### src/hdl/tx_decode_regs.svh
// Opcodes, field codes, flag positions and cycle counts for the test/xor/trap unit
`ifndef TX_DECODE_REGS_SVH
`define TX_DECODE_REGS_SVH

// ==========================================================
// Opcode groups
`define OPC_TEST_HI   4'h7
`define OPC_XOR_HI    4'hb
`define OPC_TRAP      8'hf2

// ==========================================================
// Low nibble: operand field forms
`define LO_W_W        4'h2
`define LO_W_IW       4'h3
`define LO_R_R        4'h4
`define LO_R_PTR      4'h5
`define LO_R_LIT      4'h6
`define LO_PTR_LIT    4'h7
`define LO_L_L        4'h8
`define LO_L_LIT      4'h9

// ==========================================================
// Instruction cycle counts
`define CYC_SHORT     3'h3
`define CYC_LONG      3'h4
`define CYC_TRAP      3'h6
`define CNT_FIRST     3'h1
`define CNT_STEP      3'h1

// ==========================================================
// Trap micro-steps, counted from the first busy cycle
`define TRAP_WR_HI    3'h1
`define TRAP_WR_FLG   3'h2
`define TRAP_RD_HI    3'h3
`define TRAP_RD_LO    3'h4
`define TRAP_PC_LD    3'h5

// ==========================================================
// Flag byte positions
`define FLAG_C        7
`define FLAG_Z        6
`define FLAG_S        5
`define FLAG_V        4

// ==========================================================
// Stack and address padding
`define SP_PC_BYTES   16'h0002
`define SP_FLG_BYTES  16'h0001
`define SP_ONE        16'h0001
`define VEC_PAD       7'h00
`define VEC_LO_BIT    1'h1
`define VEC_HI_BIT    1'h0
`define ZERO_BYTE     8'h00

`endif

### src/hdl/logic_flag_unit.sv
// AND / exclusive-OR result and flag function
`timescale 1ns/10ps
`include "tx_decode_regs.svh"

module logic_flag_unit (
    input  wire logic [7:0] a,
    input  wire logic [7:0] b,
    input  wire logic       use_xor,
    input  wire logic [7:0] flags_in,
    output logic      [7:0] result,
    output logic      [7:0] flags_out
);

    // ==========================================================
    // Result and flags; carry, decimal-adjust, half-carry pass through
    always_comb begin
        result                = use_xor ? (a ^ b) : (a & b);
        flags_out             = flags_in;
        flags_out[`FLAG_Z]    = (result == `ZERO_BYTE);
        flags_out[`FLAG_S]    = result[7];
        flags_out[`FLAG_V]    = 1'b0;
    end

endmodule

### config.mk
export PLATFORM = sky130hd
export DESIGN_NAME = logic_flag_unit
export DESIGN_NICKNAME = d
export VERILOG_FILES = /design/src/hdl/logic_flag_unit.sv
export VERILOG_INCLUDE_DIRS = /design/src /design/src/hdl
export SDC_FILE = /design/constraint.sdc
export NUM_CORES = 1
export LEC_CHECK = 0
export BUFFER_PORTS_ARGS = -buffer_cell sky130_fd_sc_hd__buf_4
export CAP_MARGIN = 20
export CORE_AREA = 10 10 47 49
export DETAILED_ROUTE_END_ITERATION = 16
export DIE_AREA = 0 0 57 59
export PLACE_DENSITY_LB_ADDON = 0.2
export SLEW_MARGIN = 15
export SYNTH_ARGS = -nofsm -noshare
export SYNTH_HDL_FRONTEND = slang
export SYNTH_SLANG_ARGS = --single-unit
### constraint.sdc
create_clock -name vclk -period 1.9
set_clock_uncertainty 0.1 [all_clocks]
set_input_delay 0.095 -clock vclk [all_inputs]
set_output_delay 0.095 -clock vclk [all_outputs]
set_load 0.1 [all_outputs]
# Word-level counts from Yosys, hierarchy flattened
# Index checks and enable logic that the tools add are counted.
# word_totals
in_bits,25
wordCells,4
regBits,0
output_inout_bits,16
# classes
mux,1
bitwise_logic,2
reduce_logical,1
# ops
operator,n
$and 8x8->8,1
$logic_not 8->1,1
$mux 8,1
$xor 8x8->8,1

# Longest topological paths before layout
# depth
word_depth,3
depth_mapped,4
ltp_nobuf,4

# Worst setup path before layout
# Ideal clock, no wire load.
# synth_timing
path_kind,input-to-output
startpoint,input a[6]
endpoint,output flags_out[6]
arrival_time_ns,2.656
stages,3
required_ns,1.705
path_buffers,0
setup_slack_ns,-0.951
cell_sequence,ha_1 mux2_2 nor4_2
# synth_between
elab_chain_len,3
elab_cells_between_ends,4
classes_between,1 x mux; 2 x bitwise; 1 x reduce/logical
# synth_rtl
item,line,text
start: declaration,logic_flag_unit.sv:6,"input wire logic [7:0] a,"
$and 8x8->8 or $xor 8x8->8 (tied branches),logic_flag_unit.sv:17,result = use_xor ? (a ^ b) : (a & b);
$mux 8 (*),logic_flag_unit.sv:17,
via result[6],logic_flag_unit.sv:10,"output logic [7:0] result,"
$logic_not 8->1 (no source line) (*),n/a,
end: declaration,logic_flag_unit.sv:11,output logic [7:0] flags_out
# The timed path passes the listed nets; every way through them passes the cells marked *.

# Final worst setup path
# layout_timing
startpoint,input a[7]
endpoint,output flags_out[6]
# layout_between
elab_chain_len,3
elab_cells_between_ends,4
classes_between,1 x mux; 2 x bitwise; 1 x reduce/logical
# layout_rtl
item,line
$and 8x8->8 or $xor 8x8->8 (tied branches),logic_flag_unit.sv:17
$mux 8 (*),logic_flag_unit.sv:17
$logic_not 8->1 (no source line) (*),n/a
# Every way passes the cells marked *; elsewhere a longest branch is shown, timed or not.

==> results.toml <==
[outcome]
status = "complete, no violations"

[logic_synthesis]
yosysTopAreaCell = "ha_1"
syn-num-nets = 66
netlist_area_um2 = 342
synthCells = 33
synthTopCellsByArea = "ha_1 (29%), mux2_2 (23%), buf_4 (15%)"
synth_common_cells = "ha_1 (8), buf_4 (7), mux2_2 (7), nor2_1 (2)"
yosysTopAreaCellShare_pct = 29.3
avgSynthCellArea_um2 = 10.4
ys_types = 13
yosys_warnings = 0
synth_most_common_cell = "ha_1"
synth_seq_area_share_pct = 0

[floorplan]
fp.coreArea_mm2 = 0.00140
start_util_pct = 24.4
die_w_um = 57
ios = 41
std_cell_rows = 14
die-height_um = 59
die-area_mm2 = 0.00336

[drt]
drtIter0Drc = 1
num_vias = 306
drc_errors = 0
wire_per_inst_um = 13.2
ant_nets = 0
vias_per_cell = 4.50
firstDrtPassIters = 2
wl_um = 900

[clock_network]
ctsResizeCount = 0
cts_hold_buf = 0
postCtsSetupRepairBufs = 0

[placed_design]
hpwl_um = 844
gp_congestion = 0.578
portBuffers = 27

[worst_setup_path]
crit_family = "simple AND/OR/NAND/NOR gates"
start_kind = "primary input"
crit_path_end_kind = "output pin"
crit_fanout = 2
critPathArrivalTime_ns = 1.45
path_cells = "buf_4 > ha_1 > nor4_4 > a22oi_2 > nor4_4 > buf_4"
max_stage_delay_ns = 0.33
cp_slowest_cell = "ha_1"
path_buf_inv = 2
worst_ep_required_time_ns = 1.70
crit_type = "in2out"

[grt]
grt_use_total_pct = 5.08
grt_pass1_vias = 363
grt.overflow.total = 0
antenna_found_initial = 0
grt_max_degree = 13
grt_pass1_wl_um = 1550

[hold_path]
hold_path_depth = 0
hold_path_end = "flags_out[3]"
worstHoldStart = "flags_in[3]"
hp-class = "in2out"

[cells_and_area]
diodes = 0
fill_cells = 150
layout.area.seq_um2 = 0
area_growth_pct = 64.8
clockBufferCount = 0
seq_cells = 0
final_layout_size_suffix_gt1_share_pct = 82.7
num-nets-final = 87

[timing]
max_freq_mhz = 607
maxSlewViolCount = 0
tns_ns = 0
rsz0062_at_grt = "no"
hold_viol_final = 0
whs_ns = 0.0900
min_period_ns = 1.65
setup_viol = 0
period_share_pct = 86.7

[power_and_ir_drop]
power.density_mw_per_mm2 = 546
ir_drop_mv = 0.207
p_leak_nw = 0.257

[run]
cap_violations = 0
-- area by class of cell --
| cell class | count | area [um^2] | area share (%) |
|---|---|---|---|
| Multi-Input combinational cell | 25 | 340 | 60.4 |
| Tap cell | 16 | 20.0 | 3.56 |
| Timing Repair Buffer | 27 | 203 | 36.0 |
-- worst max path at each step --
stage                     from      endpoint  slack [ns]  cells after the start
after CTS                 a[7]  flags_out[6]        0.24                      6
after floorplan           a[4]  flags_out[6]       -0.15                      3
final                     a[7]  flags_out[6]        0.25                      6
after detailed placement  a[7]  flags_out[6]        0.25                      6
after global routing      a[7]  flags_out[6]        0.14                      6
after global placement    a[7]  flags_out[6]        0.25                      6
-- layer usage --
metal / global-route usage (%) / wire length, um / share of wire [%] / up-vias
met1: 4.59 / 287 / 32 / 140
li1: - / - / - / 153
met4: 1.01 / 13 / 1.4 / 0
met2: 11.3 / 561 / 62 / 9
met5: 0 / 0 / 0 / -
met3: 0.644 / 38 / 4.2 / 4
-- kinds of logic (layout without fill, tap and decap cells) --
group	after synthesis	count (layout)	share of synthesized area [%]
buffers and inverters	8	27	18.7
adders and majority gates	8	8	29.3
muxes	8	8	27.5
other	1	1	1.10
and+or+nand+nor	6	6	18.3
AOI/OAI and AO/OA	2	2	5.13
-- placed cells by master, fill, tap and decap left out --
cell type	netlist	layout
a21oi_1	1	1
a22oi_2	1	1
buf_4	7	27
conb_1	1	1
ha_1	8	4
ha_4	0	4
mux2_2	7	6
mux2_4	1	2
nor2_1	2	2
nor3_1	1	1
nor3_4	1	1
nor4_4	1	2
-- power by group --
part,leakage [nW],internal [W],switching (W)
clock,0,0,0
combinational,0.257,0.0000925,0.000215
sequential,0,0,0
total,0.257,0.0000925,0.000215
-- per-stage QoR --
stage / cells / instance area, um^2 / utilization (%) / power, W / setup WS (ns)
floorplan: 33 / 404 / - / 0.000293 / -0.148
global placement: 68 / 563 / 40.2 / 0.000310 / 0.254
detailed placement: 68 / 563 / 40.2 / 0.000310 / 0.246
CTS: 68 / 563 / 40.2 / 0.000311 / 0.242
global route: 68 / 563 / 40.2 / 0.000322 / 0.136
finish: 68 / 563 / 40.2 / 0.000307 / 0.253
Power figures use the tool's default switching activity.
